File: config.mk
export PLATFORM = sky130hd
export DESIGN_NAME = bsfc_ctrl
export DESIGN_NICKNAME = d
export VERILOG_FILES = /design/src/rtl/bsfc_bus_cycle.v /design/src/rtl/bsfc_ctrl.v
export VERILOG_INCLUDE_DIRS = /design/src /design/src/rtl
export SDC_FILE = /design/constraint.sdc
export NUM_CORES = 1
export LEC_CHECK = 0
export ABC_AREA = 1
export BUFFER_PORTS_ARGS = -buffer_cell sky130_fd_sc_hd__buf_2
export CORE_MARGIN = 2
export CORE_UTILIZATION = 40
export DETAILED_ROUTE_END_ITERATION = 8
export PLACE_DENSITY = 0.61
export SYNTH_ARGS = -nofsm -noshare
export SYNTH_HDL_FRONTEND = slang
export SYNTH_SLANG_ARGS = --single-unit
File: constraint.sdc
create_clock -name clk_sys -period 9.1 [get_ports clk_sys]
set_input_delay 0.455 -clock clk_sys [delete_from_list [all_inputs] [get_ports clk_sys]]
set_output_delay 0.455 -clock clk_sys [all_outputs]
set_load 0.03 [all_outputs]
File: src/rtl/bsfc_map.vh
// Purpose: register offsets, field positions and timing counts of the
//          boot sector flash controller
// Assumes: 25 MHz clk_sys, AHB-Lite word registers
// Notes:   included by bare name
`ifndef BSFC_MAP_VH
`define BSFC_MAP_VH

// ----------------------------------------------------------------------
// register offsets (byte addresses)
// ----------------------------------------------------------------------
`define BSFC_REG_CTRL    8'h00
`define BSFC_REG_ADDR    8'h04
`define BSFC_REG_WDATA   8'h08
`define BSFC_REG_STATUS  8'h0C
`define BSFC_REG_RDATA   8'h10

// ----------------------------------------------------------------------
// control fields
// ----------------------------------------------------------------------
`define BSFC_CTRL_GO     0
`define BSFC_CTRL_OP_LO  1
`define BSFC_CTRL_OP_HI  3
`define BSFC_CTRL_BYTE   4
`define BSFC_CTRL_BYPASS 5
`define BSFC_CTRL_STBY   6
`define BSFC_CTRL_RST    7

// operation codes
`define BSFC_OP_READ     3'h0
`define BSFC_OP_PROG     3'h1
`define BSFC_OP_SECT     3'h2
`define BSFC_OP_CHIP     3'h3
`define BSFC_OP_SUSP     3'h4
`define BSFC_OP_RESUME   3'h5
`define BSFC_OP_RAW      3'h6
`define BSFC_OP_UBEXIT   3'h7

// ----------------------------------------------------------------------
// status fields
// ----------------------------------------------------------------------
`define BSFC_ST_BUSY     0
`define BSFC_ST_DONE     1
`define BSFC_ST_FLASH_RB 2
`define BSFC_ST_BYPASS   3
`define BSFC_ST_TMO      4

// ----------------------------------------------------------------------
// flash command codes and unlock addresses (word mode)
// ----------------------------------------------------------------------
`define BSFC_UNL_A1      20'h00555
`define BSFC_UNL_A2      20'h002AA
`define BSFC_UNL_D1      8'hAA
`define BSFC_UNL_D2      8'h55
`define BSFC_CMD_PROG    8'hA0
`define BSFC_CMD_ERASE   8'h80
`define BSFC_CMD_CHIP    8'h10
`define BSFC_CMD_SECT    8'h30
`define BSFC_CMD_SUSP    8'hB0
`define BSFC_CMD_BYPASS  8'h20
`define BSFC_CMD_UB_X1   8'h90
`define BSFC_CMD_UB_X2   8'h00
`define BSFC_CMD_RESET   8'hF0

// ----------------------------------------------------------------------
// timing: bus phase and reset pulse, in ns
// ----------------------------------------------------------------------
`define BSFC_CLK_NS      40
`define BSFC_PHASE_NS    120
`define BSFC_PHASE_CYC   ((`BSFC_PHASE_NS + `BSFC_CLK_NS - 1) / `BSFC_CLK_NS)
`define BSFC_RSTP_NS     500
`define BSFC_RSTP_CYC    ((`BSFC_RSTP_NS + `BSFC_CLK_NS - 1) / `BSFC_CLK_NS)

`endif

File: src/rtl/bsfc_bus_cycle.v
// Purpose: one asynchronous flash bus cycle (read or write) on the pins
// Assumes: strobes active low, phase length in clk_sys cycles
// Notes:   data_bus output enable high only during write cycles
`timescale 1ns/10ps

module bsfc_bus_cycle #(
  parameter PHASE = 3
) (
  input  wire        clk_sys,
  input  wire        sys_rst,
  input  wire        start,
  input  wire        wr,
  input  wire [19:0] addr,
  input  wire [15:0] wdata,
  output wire        done,
  output reg  [15:0] rdata_q,
  output reg  [19:0] fl_addr_q,
  output reg         fl_ce_n_q,
  output reg         fl_we_n_q,
  output reg         fl_oe_n_q,
  output reg  [15:0] fl_dq_out_q,
  output reg         fl_dq_oe_q,
  input  wire [15:0] fl_dq_in
);

  localparam ST_IDLE  = 2'd0;
  localparam ST_SETUP = 2'd1;
  localparam ST_PULSE = 2'd2;
  localparam ST_HOLD  = 2'd3;

  reg [1:0] state_q;
  reg [7:0] cnt_q;
  reg       done_q;

  assign done = done_q;

  // ----------------------------------------------------------------------
  // setup, strobe and hold phases, each PHASE cycles
  // ----------------------------------------------------------------------
  always @(posedge clk_sys or posedge sys_rst)
  begin
    if (sys_rst)
    begin
      state_q     <= ST_IDLE;
      cnt_q       <= 8'h00;
      done_q      <= 1'b0;
      rdata_q     <= 16'h0000;
      fl_addr_q   <= 20'h00000;
      fl_ce_n_q   <= 1'b1;
      fl_we_n_q   <= 1'b1;
      fl_oe_n_q   <= 1'b1;
      fl_dq_out_q <= 16'h0000;
      fl_dq_oe_q  <= 1'b0;
    end
    else
    begin
      done_q <= 1'b0;
      case (state_q)
        ST_IDLE:
          if (start)
          begin
            fl_addr_q   <= addr;
            fl_dq_out_q <= wdata;
            fl_dq_oe_q  <= wr;
            fl_ce_n_q   <= 1'b0;
            cnt_q       <= 8'h00;
            state_q     <= ST_SETUP;
          end
        ST_SETUP:
          if (cnt_q == PHASE[7:0] - 8'h01)
          begin
            cnt_q     <= 8'h00;
            fl_we_n_q <= ~wr;
            fl_oe_n_q <= wr;
            state_q   <= ST_PULSE;
          end
          else
            cnt_q <= cnt_q + 8'h01;
        ST_PULSE:
          if (cnt_q == PHASE[7:0] - 8'h01)
          begin
            cnt_q     <= 8'h00;
            rdata_q   <= fl_dq_in;
            fl_we_n_q <= 1'b1;
            fl_oe_n_q <= 1'b1;
            state_q   <= ST_HOLD;
          end
          else
            cnt_q <= cnt_q + 8'h01;
        ST_HOLD:
          if (cnt_q == PHASE[7:0] - 8'h01)
          begin
            fl_ce_n_q  <= 1'b1;
            fl_dq_oe_q <= 1'b0;
            done_q     <= 1'b1;
            state_q    <= ST_IDLE;
          end
          else
            cnt_q <= cnt_q + 8'h01;
        default:
          state_q <= ST_IDLE;
      endcase
    end
  end

endmodule

File: src/rtl/bsfc_ctrl.v
// Purpose: host-side controller of a boot sector NOR flash; takes orders
//          over AHB-Lite and issues command sequences on the flash pins
// Assumes: single clock clk_sys at 25 MHz, flash pins synchronous
// Notes:   completion found by toggle polling of the status bits
//
// Added by the designer: the register offsets and the AHB-Lite register port.
`timescale 1ns/10ps
`include "bsfc_map.vh"

module bsfc_ctrl #(
  parameter PHASE    = `BSFC_PHASE_CYC,
  parameter RST_CYC  = `BSFC_RSTP_CYC,
  parameter POLL_MAX = 32'd50000000
) (
  input  wire        clk_sys,
  input  wire        sys_rst,
  input  wire        hsel,
  input  wire [31:0] haddr,
  input  wire [1:0]  htrans,
  input  wire        hwrite,
  input  wire [2:0]  hsize,
  input  wire [31:0] hwdata,
  input  wire        hready,
  output wire        hreadyout,
  output wire        hresp,
  output reg  [31:0] hrdata,
  output wire [19:0] fl_addr,
  output wire        fl_byte_n,
  output wire        fl_ce_n,
  output wire        fl_we_n,
  output wire        fl_oe_n,
  output wire        fl_reset_n,
  output wire [15:0] data_bus_out,
  output wire        data_bus_oe,
  input  wire [15:0] data_bus_in,
  input  wire        completion_indicator_n
);

  localparam S_IDLE  = 3'd0;
  localparam S_ISSUE = 3'd1;
  localparam S_WAIT  = 3'd2;
  localparam S_POLL1 = 3'd3;
  localparam S_POLL2 = 3'd4;
  localparam S_RST   = 3'd5;

  // ----------------------------------------------------------------------
  // state
  // ----------------------------------------------------------------------
  reg  [2:0]  state_q;
  reg  [2:0]  step_q;
  reg  [2:0]  nsteps_q;
  reg  [2:0]  op_q;
  reg  [19:0] addr_q;
  reg  [15:0] wdata_q;
  reg  [15:0] rdata_q;
  reg  [15:0] poll_a_q;
  reg         byte_q;
  reg         stby_q;
  reg         bypass_q;
  reg         done_q;
  reg         tmo_q;
  reg         reset_n_q;
  reg  [31:0] cnt_q;
  reg         dph_q;
  reg         dwr_q;
  reg  [7:0]  daddr_q;

  reg         cyc_start;
  reg         cyc_wr;
  reg  [19:0] cyc_addr;
  reg  [15:0] cyc_wdata;
  wire        cyc_done;
  wire [15:0] cyc_rdata;
  wire        cyc_ce_n;

  wire busy = (state_q != S_IDLE);
  wire go   = dph_q & dwr_q & (daddr_q == `BSFC_REG_CTRL) &
              hwdata[`BSFC_CTRL_GO] & ~busy;

  // ----------------------------------------------------------------------
  // AHB-Lite slave: zero wait states, always OKAY
  // ----------------------------------------------------------------------
  assign hreadyout = 1'b1;
  assign hresp     = 1'b0;

  always @(posedge clk_sys or posedge sys_rst)
  begin
    if (sys_rst)
    begin
      dph_q   <= 1'b0;
      dwr_q   <= 1'b0;
      daddr_q <= 8'h00;
    end
    else if (hready)
    begin
      dph_q   <= hsel & htrans[1];
      dwr_q   <= hwrite;
      daddr_q <= haddr[7:0];
    end
  end

  // read mux, unmapped reads give zero
  always @*
  begin
    case (daddr_q)
      `BSFC_REG_CTRL:   hrdata = {24'h000000, 1'b0, stby_q, bypass_q,
                                  byte_q, op_q, 1'b0};
      `BSFC_REG_ADDR:   hrdata = {12'h000, addr_q};
      `BSFC_REG_WDATA:  hrdata = {16'h0000, wdata_q};
      `BSFC_REG_STATUS: hrdata = {27'h0000000, tmo_q, bypass_q,
                                  completion_indicator_n, done_q, busy};
      `BSFC_REG_RDATA:  hrdata = {16'h0000, rdata_q};
      default:          hrdata = 32'h00000000;
    endcase
  end

  // ----------------------------------------------------------------------
  // command sequence table: step -> address/data of each write
  // ----------------------------------------------------------------------
  always @*
  begin
    cyc_wr    = 1'b1;
    cyc_addr  = `BSFC_UNL_A1;
    cyc_wdata = {8'h00, `BSFC_UNL_D1};
    case (op_q)
      `BSFC_OP_READ:
      begin
        cyc_wr   = 1'b0;
        cyc_addr = addr_q;
      end
      `BSFC_OP_RAW:
      begin
        cyc_addr  = addr_q;
        cyc_wdata = wdata_q;
      end
      `BSFC_OP_SUSP, `BSFC_OP_RESUME:
      begin
        cyc_addr  = addr_q;
        cyc_wdata = {8'h00, (op_q == `BSFC_OP_SUSP) ?
                     `BSFC_CMD_SUSP : `BSFC_CMD_SECT};
      end
      `BSFC_OP_UBEXIT:
        cyc_wdata = {8'h00, (step_q == 3'd0) ?
                     `BSFC_CMD_UB_X1 : `BSFC_CMD_UB_X2};
      default:
      begin
        // unlock writes, then command, then the target write
        case (step_q)
          3'd0: cyc_wdata = {8'h00, `BSFC_UNL_D1};
          3'd1:
          begin
            cyc_addr  = `BSFC_UNL_A2;
            cyc_wdata = {8'h00, `BSFC_UNL_D2};
          end
          3'd2: cyc_wdata = {8'h00, (op_q == `BSFC_OP_PROG) ?
                             `BSFC_CMD_PROG : `BSFC_CMD_ERASE};
          3'd3: cyc_wdata = {8'h00, `BSFC_UNL_D1};
          3'd4:
          begin
            cyc_addr  = `BSFC_UNL_A2;
            cyc_wdata = {8'h00, `BSFC_UNL_D2};
          end
          default:
          begin
            cyc_addr  = addr_q;
            cyc_wdata = {8'h00, (op_q == `BSFC_OP_CHIP) ?
                         `BSFC_CMD_CHIP : `BSFC_CMD_SECT};
          end
        endcase
        if (op_q == `BSFC_OP_PROG && step_q == 3'd3)
        begin
          cyc_addr  = addr_q;
          cyc_wdata = wdata_q;
        end
        if (op_q == `BSFC_OP_PROG && bypass_q)
        begin
          cyc_addr  = addr_q;
          cyc_wdata = (step_q == 3'd0) ? {8'h00, `BSFC_CMD_PROG}
                                       : wdata_q;
        end
      end
    endcase
    if (state_q == S_POLL1 || state_q == S_POLL2)
    begin
      cyc_wr   = 1'b0;
      cyc_addr = addr_q;
    end
    // byte mode carries data on low lanes only
    if (byte_q)
      cyc_wdata = {8'h00, cyc_wdata[7:0]};
  end

  // sequence length per operation
  function [2:0] seq_len;
    input [2:0] op;
    input       byp;
    begin
      case (op)
        `BSFC_OP_PROG:   seq_len = byp ? 3'd2 : 3'd4;
        `BSFC_OP_SECT,
        `BSFC_OP_CHIP:   seq_len = 3'd6;
        `BSFC_OP_UBEXIT: seq_len = 3'd2;
        default:         seq_len = 3'd1;
      endcase
    end
  endfunction

  // ----------------------------------------------------------------------
  // main sequencer
  // ----------------------------------------------------------------------
  always @(posedge clk_sys or posedge sys_rst)
  begin
    if (sys_rst)
    begin
      state_q   <= S_IDLE;
      step_q    <= 3'd0;
      nsteps_q  <= 3'd1;
      op_q      <= `BSFC_OP_READ;
      addr_q    <= 20'h00000;
      wdata_q   <= 16'h0000;
      rdata_q   <= 16'h0000;
      poll_a_q  <= 16'h0000;
      byte_q    <= 1'b0;
      stby_q    <= 1'b0;
      bypass_q  <= 1'b0;
      done_q    <= 1'b0;
      tmo_q     <= 1'b0;
      reset_n_q <= 1'b1;
      cnt_q     <= 32'd0;
      cyc_start <= 1'b0;
    end
    else
    begin
      cyc_start <= 1'b0;
      if (dph_q && dwr_q && !busy)
      begin
        if (daddr_q == `BSFC_REG_ADDR)
          addr_q <= hwdata[19:0];
        if (daddr_q == `BSFC_REG_WDATA)
          wdata_q <= hwdata[15:0];
        if (daddr_q == `BSFC_REG_CTRL)
        begin
          op_q   <= hwdata[`BSFC_CTRL_OP_HI:`BSFC_CTRL_OP_LO];
          byte_q <= hwdata[`BSFC_CTRL_BYTE];
          stby_q <= hwdata[`BSFC_CTRL_STBY];
        end
      end
      case (state_q)
        S_IDLE:
          if (go && hwdata[`BSFC_CTRL_RST])
          begin
            reset_n_q <= 1'b0;
            bypass_q  <= 1'b0;
            cnt_q     <= 32'd0;
            done_q    <= 1'b0;
            state_q   <= S_RST;
          end
          else if (go)
          begin
            done_q   <= 1'b0;
            tmo_q    <= 1'b0;
            step_q   <= 3'd0;
            nsteps_q <= seq_len(hwdata[`BSFC_CTRL_OP_HI:`BSFC_CTRL_OP_LO],
                                bypass_q);
            state_q  <= S_ISSUE;
          end
        S_ISSUE:
        begin
          cyc_start <= 1'b1;
          state_q   <= S_WAIT;
        end
        S_WAIT:
          if (cyc_done)
          begin
            if (step_q != nsteps_q - 3'd1)
            begin
              step_q  <= step_q + 3'd1;
              state_q <= S_ISSUE;
            end
            else if (op_q == `BSFC_OP_PROG || op_q == `BSFC_OP_SECT ||
                     op_q == `BSFC_OP_CHIP)
            begin
              cnt_q     <= 32'd0;
              cyc_start <= 1'b1;
              state_q   <= S_POLL1;
            end
            else
            begin
              rdata_q <= cyc_rdata;
              if (op_q == `BSFC_OP_UBEXIT)
                bypass_q <= 1'b0;
              if (op_q == `BSFC_OP_RAW && wdata_q[7:0] == `BSFC_CMD_RESET)
                bypass_q <= 1'b0;
              if (op_q == `BSFC_OP_RAW && wdata_q[7:0] == `BSFC_CMD_BYPASS)
                bypass_q <= 1'b1;
              done_q  <= 1'b1;
              state_q <= S_IDLE;
            end
          end
        S_POLL1:
          if (cyc_done)
          begin
            poll_a_q  <= cyc_rdata;
            cyc_start <= 1'b1;
            state_q   <= S_POLL2;
          end
        S_POLL2:
          if (cyc_done)
          begin
            cnt_q <= cnt_q + 32'd1;
            // toggle bit steady between two reads means finished
            if (poll_a_q[6] == cyc_rdata[6])
            begin
              rdata_q <= cyc_rdata;
              done_q  <= 1'b1;
              state_q <= S_IDLE;
            end
            else if (cnt_q == POLL_MAX)
            begin
              tmo_q   <= 1'b1;
              done_q  <= 1'b1;
              state_q <= S_IDLE;
            end
            else
            begin
              cyc_start <= 1'b1;
              state_q   <= S_POLL1;
            end
          end
        S_RST:
          if (cnt_q == RST_CYC - 1)
          begin
            reset_n_q <= 1'b1;
            done_q    <= 1'b1;
            state_q   <= S_IDLE;
          end
          else
            cnt_q <= cnt_q + 32'd1;
        default:
          state_q <= S_IDLE;
      endcase
    end
  end

  // ----------------------------------------------------------------------
  // pin cycle engine; chip select comes from the cycle engine alone, stby_q does not gate it
  // ----------------------------------------------------------------------
  bsfc_bus_cycle #(
    .PHASE (PHASE)
  ) u_cycle (
    .clk_sys     (clk_sys),
    .sys_rst     (sys_rst),
    .start       (cyc_start),
    .wr          (cyc_wr),
    .addr        (cyc_addr),
    .wdata       (cyc_wdata),
    .done        (cyc_done),
    .rdata_q     (cyc_rdata),
    .fl_addr_q   (fl_addr),
    .fl_ce_n_q   (cyc_ce_n),
    .fl_we_n_q   (fl_we_n),
    .fl_oe_n_q   (fl_oe_n),
    .fl_dq_out_q (data_bus_out),
    .fl_dq_oe_q  (data_bus_oe),
    .fl_dq_in    (data_bus_in)
  );

  assign fl_ce_n    = cyc_ce_n;
  assign fl_byte_n  = ~byte_q;
  assign fl_reset_n = reset_n_q;

endmodule

==> impl_results.md, run 1 <==
- Startpoint types: register
- Die width: between 150 and 200 um
- Root buf cell: clkbuf_16
- Layout Cells excl Fill: approximately 1.8k
- Routed WL per cell: approximately 15 um
- Max cap viols: 0
- Worst setup margin: around 6 ns
- DIE AREA: 0.0267 mm^2
- Gr usage total: 0.204
- Buffers on Ports: 112
- Num ports: 167
- CP max stage delay: between 0.4 and 0.5 ns
- CP Max Fanout: 13
- Post-synth EDFFs: 0
- Cts hold-fix bufs: 0
- Async SR Flop Fraction: 1.00
- WL final: 26300 um
- Sequential area share after synthesis: 0.447
- Final setup viols: 0
- Clk sinks: around 180
- FF+latch count, synth: about 180
- Finished Core Util: 0.461
- Number of nets in the layout: around 1.6k
- DRC viols: 0
- Number of hold violations in the final report: 0
- Core Area: 0.0250 mm^2
- Crit path DAT: approximately 2.6 ns
- Setup repair bufs after CTS: 0
- Total global routing overflow: 0
- Antenna viol nets, final: 0
- Dpl hpwl: between 15000 and 20000 um
- Place WS: 6.20 ns
- Multi-input logic area: around 0.0048 mm^2
- Largest net degree at the start of global routing: about 130
- CP top delay family: buffers and inverters
- Leak: ~5.9 nW
- First-pass GRT wire length: 43400 um
- Row cnt: slightly below 60
- Cts repair resizes: 0
- Tot Pwr: 3.01 mW
- Final Max Tran Viols: 0
- CTS H-tree lvls: 4
- Crit. End Element: output port
- First-pass iteration count of the detailed router: 5
- Highest-delay cell along the critical path: inv_1
- RSZ-0062 raised after global routing: no
- Area Overhead vs Synth: 13.6%
- Worst Path Buf+Inv: 3
- Vias in the first global route: roughly 8.4k
- Initial core utilization: 0.406
- Post-Place Cells: 1779
- Die Y: 163 um
- CTS tree: done
- Max transition margin: 0.179
- Detailed router's first-iteration violation count: ~630
- Hold Path Class: input port to async pin
- Syn_area_per_cell: between 7 and 8 um^2
- Synth Flop Type: dfrtp_1
- Crit Path Class: register to output port
- Power density cells: ~260 mW/mm^2
- Layout cells sized above 1: 0.145
- Worst-Skew Late Latency: 0.45 ns
- Post-Synthesis Cell Area: 0.0102 mm^2
- Gpl congestion: between 0.9 and 1
- IR drop worst, VDD: 0.000127 V
- Final period util: 0.339
- Maximum operating frequency: ~320 MHz
- Actual slew at the worst max-slew pin: 1.23 ns
- Outcome: completed
- Count of cell types in the netlist: 48
- R2r setup slk: 6.11 ns
- Worst path cell trace: nor2_1 -> nand2_1 -> inv_1 -> nand4_2 -> inv_1 -> nand2_1 -> o21ai_0 -> nor2_1 -> o21ai_0 -> buf_2
- Skew final: ~0.016 ns
- CTS Buffer Depth: 2
- TritonCTS buffer count: 17
- Clock-pin slew on the worst setup and hold paths: about 0.08 ns
- Crit path required time: around 8.7 ns
- Syn Inst Count: ~1.4k
- Initial antenna violation count: 1
- Vias per cell: between 4 and 5
- Filler Cells Inserted: roughly 2.5k
- Vias: a little under 9k
- Register area: approximately 0.0045 mm^2
- Minimum clock period after layout: roughly 3.1 ns
- Ys Warns: 0
- Setup TNS: 0 ns
==> cell families after synthesis <==
kind of cell    share of synthesized area
simple gates                        0.311
buf+inv                            0.0875
compound gates                      0.102
flops                               0.447
mux                                0.0251
fa+ha+maj                          0.0173
xor+xnor                          0.00949
other cells                      0.000740
==> path summary, 6_finish.rpt <==
check / start / end / depth (start not counted)
setup / recovery: daddr_q[6]$_DFFE_PP0P_ / hrdata[2] / 10
hold / removal: sys_rst / cnt_q[29]$_DFFE_PP0P_ / 2
setup reg to reg: daddr_q[6]$_DFFE_PP0P_ / addr_q[1]$_DFFE_PP0P_ / 7
hold reg to reg: u_cycle.fl_oe_n_q$_DFFE_PP1P_ / u_cycle.fl_oe_n_q$_DFFE_PP1P_ / 2
max in group asynchronous: sys_rst / wdata_q[8]$_DFFE_PP0P_ / 3
min in group clk_sys: haddr[4] / daddr_q[4]$_DFFE_PP0P_ / 3
==> power by group <==
part	internal (mW)	switching (mW)
combinational	0.334	0.818
clock	0.379	0.393
sequential	0.977	0.113
==> per-layer routing <==
layer	GRT usage	part of all wire	up-vias
met3	0.0391	0.044	33
met5	0	0	-
met2	0.316	0.45	180
met4	0.0527	0.015	0
li1	-	-	4532
met1	0.294	0.49	4190
==> layout make-up <==
cell class                 count  area share
multi-input combinational    995       0.414
clock inverter                15      0.0169
timing repair buffer         115      0.0506
tap                          330      0.0358
antenna                        1    0.000217
sequential                   181       0.393
inverter                     158      0.0523
clock buffer                  17      0.0369
==> state kept, by name, summed over array words and instances (netlist names), 2 cells and up <==
signal and count:
cnt_q 32, addr_q 20, u_cycle.fl_addr_q 20, rdata_q 16, u_cycle.fl_dq_out_q 16, u_cycle.rdata_q 16
wdata_q 16, daddr_q 8, u_cycle.cnt_q 8, nsteps_q 3, op_q 3, state_q 3
step_q 3, u_cycle.state_q 2
==> per-stage QoR <==
| stage | instance area (um^2) | hold slack [ns] |
|---|---|---|
| 6_report | 11500 | 0.186 |
| 5_1_grt | 11500 | 0.200 |
| 4_1_cts | 11500 | 0.204 |
| 3_5_place_dp | 10900 | 0.458 |
| 2_1_floorplan | 10200 | 0.442 |
| 3_3_place_gp | 10900 | 0.459 |
==> cell usage in the layout, fill, tap and decap left out, types with 5 or more instances in the layout <==
| cell type | n |
|---|---|
| nand2_1 | 416 |
| nor2_1 | 183 |
| dfrtp_1 | 176 |
| inv_1 | 151 |
| o21ai_0 | 115 |
| buf_2 | 112 |
| nand3_1 | 104 |
| a21oi_1 | 35 |
| clkbuf_16 | 17 |
| ha_1 | 14 |
| conb_1 | 14 |
| mux2_2 | 12 |
| xor2_1 | 9 |
| nor3_1 | 9 |
| mux2_4 | 8 |
| nor2_4 | 7 |
| a21oi_2 | 7 |
| o221ai_1 | 7 |
| nand2_2 | 6 |
| nor2_2 | 5 |
| nand2_4 | 5 |
| nand4_1 | 5 |
| clkinv_8 | 5 |
| dfstp_2 | 5 |
==> synth_stat cells (12+ instances only) <==
library cell  instances  area share
nand2_1             416        0.15
mux2_2               12       0.013
a21oi_1              35       0.017
o21ai_0             115       0.057
nor2_1              183       0.068
clkbuf_1             18      0.0067
nand3_1             104       0.051
ha_1                 14       0.017
dfrtp_1             176        0.43
inv_1               152       0.056
buf_4                15       0.011
(Power assumes the default switching activity.)
==> run 2: changes to the inputs <==
clock period = 2.86 ns   (was 9.1 ns; I/O delays follow)
==> run 2 against run 1 <==
Wire length grew 3.5%; global-route usage is 0.52 points higher; combinational power grew to 3.3 times the previous value; setup slack worse by 5.8 ns; sequential power grew to 3.2 times the previous value; design area up 4.6%; sequential share of layout area fell by 1.7 points; worst hold slack worse by 0.18 ns; first-iteration DRC count rose by 1.6%; final cell count increased by 2.9%; non-clock buffer count rose by 53; critical path type unchanged; critical endpoint is now hrdata[15].
==> impl_results.md, run 2 (same netlist as run 1, synthesis figures left out) <==
- Outcome: completed
- Area Overhead vs Synth: 18.8%
- Hold Path Class: input port to register
- Crit. End Element: output port
- Startpoint types: register
- Vias in the first global route: 8740 (+4.0%)
- Power density cells: 808 mW/mm^2 (+210%)
- Dpl hpwl: 20000 um (+3.7%)
- Largest net degree at the start of global routing: 74 (-43%)
- Psw: 4.26 mW (+220%)
- Worst setup margin: 0.224 ns (-5.79 ns)
- Number of hold violations in the final report: 0 (unchanged)
- Buffers on Ports: 112 (unchanged)
- TritonCTS buffer count: 17 (unchanged)
- Maximum operating frequency: 379 MHz
- Leak: 6.12 nW (+4.0%)
- Initial core utilization: 0.406 (unchanged)
- Crit Path Class: register to output port
- Most frequent cells in the layout: nand2_1 (416), nor2_1 (183), dfrtp_1 (176)
- Reg-to-reg endpoint: rdata_q[9]$_DFFE_PP0P_
- Critical Path Start: daddr_q[6]$_DFFE_PP0P_
- Gate power share: 0.388 (+0.006)
- Clk sinks: 181 (unchanged)
- Max cap viols: 0 (unchanged)
- Layout cells sized above 1: 0.147 (+0.00216)
- Final Max Tran Viols: 0 (unchanged)
- Number of nets in the layout: 1626 (+3.4%)
- Clock-pin slew on the worst setup and hold paths: 0.08 ns (about the same)
- Top Registers: cnt_q: 32 flops, addr_q: 20 flops, u_cycle.fl_addr_q: 20 flops
- Die width: 163 um (unchanged)
- Setup crit end: hrdata[15]
- Levels on crit path: 9 (-1)
- Gpl congestion: 0.897 (-1.7%)
- Row cnt: 58 (unchanged)
- Total global routing overflow: 0 (unchanged)
- CP max stage delay: 0.40 ns (-0.06 ns)
- Largest reg by FF count: cnt_q
- Worst reg2reg path depth: 11 (+4)
- Minimum clock period after layout: roughly 2.6 ns
- Pint: 5.48 mW (+220%)
- Max reg flops: 32 (unchanged)
- R2r setup slk: 0.51 ns (-5.60 ns)
- Worst Path Buf+Inv: 4 (+1)
- Final setup viols: 0 (unchanged)
- Seq pwr share: 0.356 (-0.006)
- Setup repair bufs after CTS: 0 (unchanged)
- Root buf cell: clkbuf_16
- Highest-delay cell along the critical path: dfrtp_1
- Setup TNS: 0 ns (unchanged)
- Die Y: 163 um (unchanged)
- Num ports: 167 (unchanged)
- DRC viols: 0 (unchanged)
- First-pass GRT wire length: 44400 um (+2.4%)
- Worst r2r src: nsteps_q[0]$_DFFE_PP1P_
- Final period util: 0.922
- Clock power share: 0.256 (about the same)
- Gr usage total: 0.209 (+0.00525)
- Antenna cell count: 0 (-1)
- Commonest non-fill, non-tap cell in the layout: nand2_1
- Routed WL per cell: 14.6 um (+0.61%)
- CTS Buffer Depth: 2 (unchanged)
- RSZ-0062 raised after global routing: no
- Actual slew at the worst max-slew pin: 0.849 ns (-0.381 ns)
- Fin Hold WS: 0.0104 ns (-0.176 ns)
- CTS tree: done
- CTS H-tree lvls: 4 (unchanged)
- Vias per cell: 4.94 (about the same)
- Vias: 9200 (+3.0%)
- Core Area: 0.0250 mm^2 (unchanged)
- Crit path DAT: 2.49 ns (-0.14 ns)
- Skew final: 0.0158 ns (-0.000313 ns)
- First-pass iteration count of the detailed router: 6 (+1)
- Worst-Skew Late Latency: 0.44 ns (about the same)
- Sw Share: 0.437 (-0.00208)
- DIE AREA: 0.0267 mm^2 (unchanged)
- Antenna viol nets, final: 0 (unchanged)
- CP Max Fanout: 9 (-4)
- Place WS: 0.559 ns (-5.64 ns)
- Min-delay src: hwdata[6]
- CP top delay family: buffers and inverters
- Detailed router's first-iteration violation count: 635 (+1.6%)
- Worst path cell trace: nor2_1 -> nand2_1 -> inv_1 -> nand4_2 -> inv_1 -> buf_4 -> nand2_1 -> o221ai_1 -> buf_2
- IR drop worst, VDD: 0.000535 V (+320%)
- Max transition margin: 0.433 (+0.254)
- WL final: 27200 um (+3.5%)
- Hold path depth: 3
- Initial antenna violation count: 0 (-1)
- Crit path required time: 2.72 ns (-5.93 ns)
==> run 2: cell types whose count changed in the layout (fill, tap and decap cells not counted), sizes merged <==
cell	delta
dlygate4sd3	+42
buf	+11
clkinv	-1
clkinvlp	+1
diode	-1
==> run 2: per-stage QoR <==
| stage | total power [mW] | area [um^2] | utilization | instances |
|---|---|---|---|---|
| detailed placement | 7.27 | 11000 | 0.440 | 1790 |
| floorplan | 6.35 | 10200 | - | 1382 |
| global route | 10.4 | 12100 | 0.482 | 1864 |
| finish | 9.74 | 12100 | 0.482 | 1864 |
| CTS | 9.82 | 12100 | 0.482 | 1864 |
| global placement | 7.20 | 11000 | 0.440 | 1790 |
==> run 2: area by class of cell <==
cell class / instances / area (um^2)
inverters: 158 / 599
flip-flops and latches: 181 / 4540
clock inverters: 15 / 205
fillers: 2504 / 13000
clock buffers: 17 / 425
well taps: 330 / 413
repair buffers: 168 / 1110
multi-input cells: 995 / 4770
==> run 2: repair_timing <==
action,CTS,global route
hold endpoints to repair,78,0
setup endpoints to repair,0,0
gates resized for setup,0,0
hold buffers,42,0
==> run 2: worst min path at each step <==
| stage | end | slack, ns |
|---|---|---|
| final | addr_q[6]$_DFFE_PP0P_ | 0.01 |
| after global routing | byte_q$_DFFE_PP0P_ | 0.02 |
| after CTS | addr_q[6]$_DFFE_PP0P_ | 0.002 |
| after detailed placement | daddr_q[4]$_DFFE_PP0P_ | 0.36 |
| after global placement | daddr_q[4]$_DFFE_PP0P_ | 0.35 |
| after floorplan | daddr_q[2]$_DFFE_PP0P_ | 0.26 |
==> run 2: tightest hold or removal path: cells and delay by family <==
| family | cells | cell delay (ns) |
|---|---|---|
| buf+inv | 2 | 0.17 |
| compound gates | 1 | 0.08 |
==> run 2: power by group through the flow <==
| stage | Combinational [mW] | Clock [mW] | Sequential, mW |
|---|---|---|---|
| after floorplan | 2.51 | 0 | 3.84 |
| after global placement | 3.69 | 0 | 3.51 |
| after detailed placement | 3.75 | 0 | 3.52 |
| after CTS | 3.80 | 2.54 | 3.48 |
| after global routing | 4.24 | 2.64 | 3.54 |
| final | 3.78 | 2.49 | 3.47 |
==> run 2: metal layers <==
metal	wire, um	GRT usage	vias to the layer above
met3	1210	0.0366	35
met4	422	0.0531	0
met2	12500	0.332	254
met5	0	0	-
li1	-	-	4630
met1	13100	0.298	4281
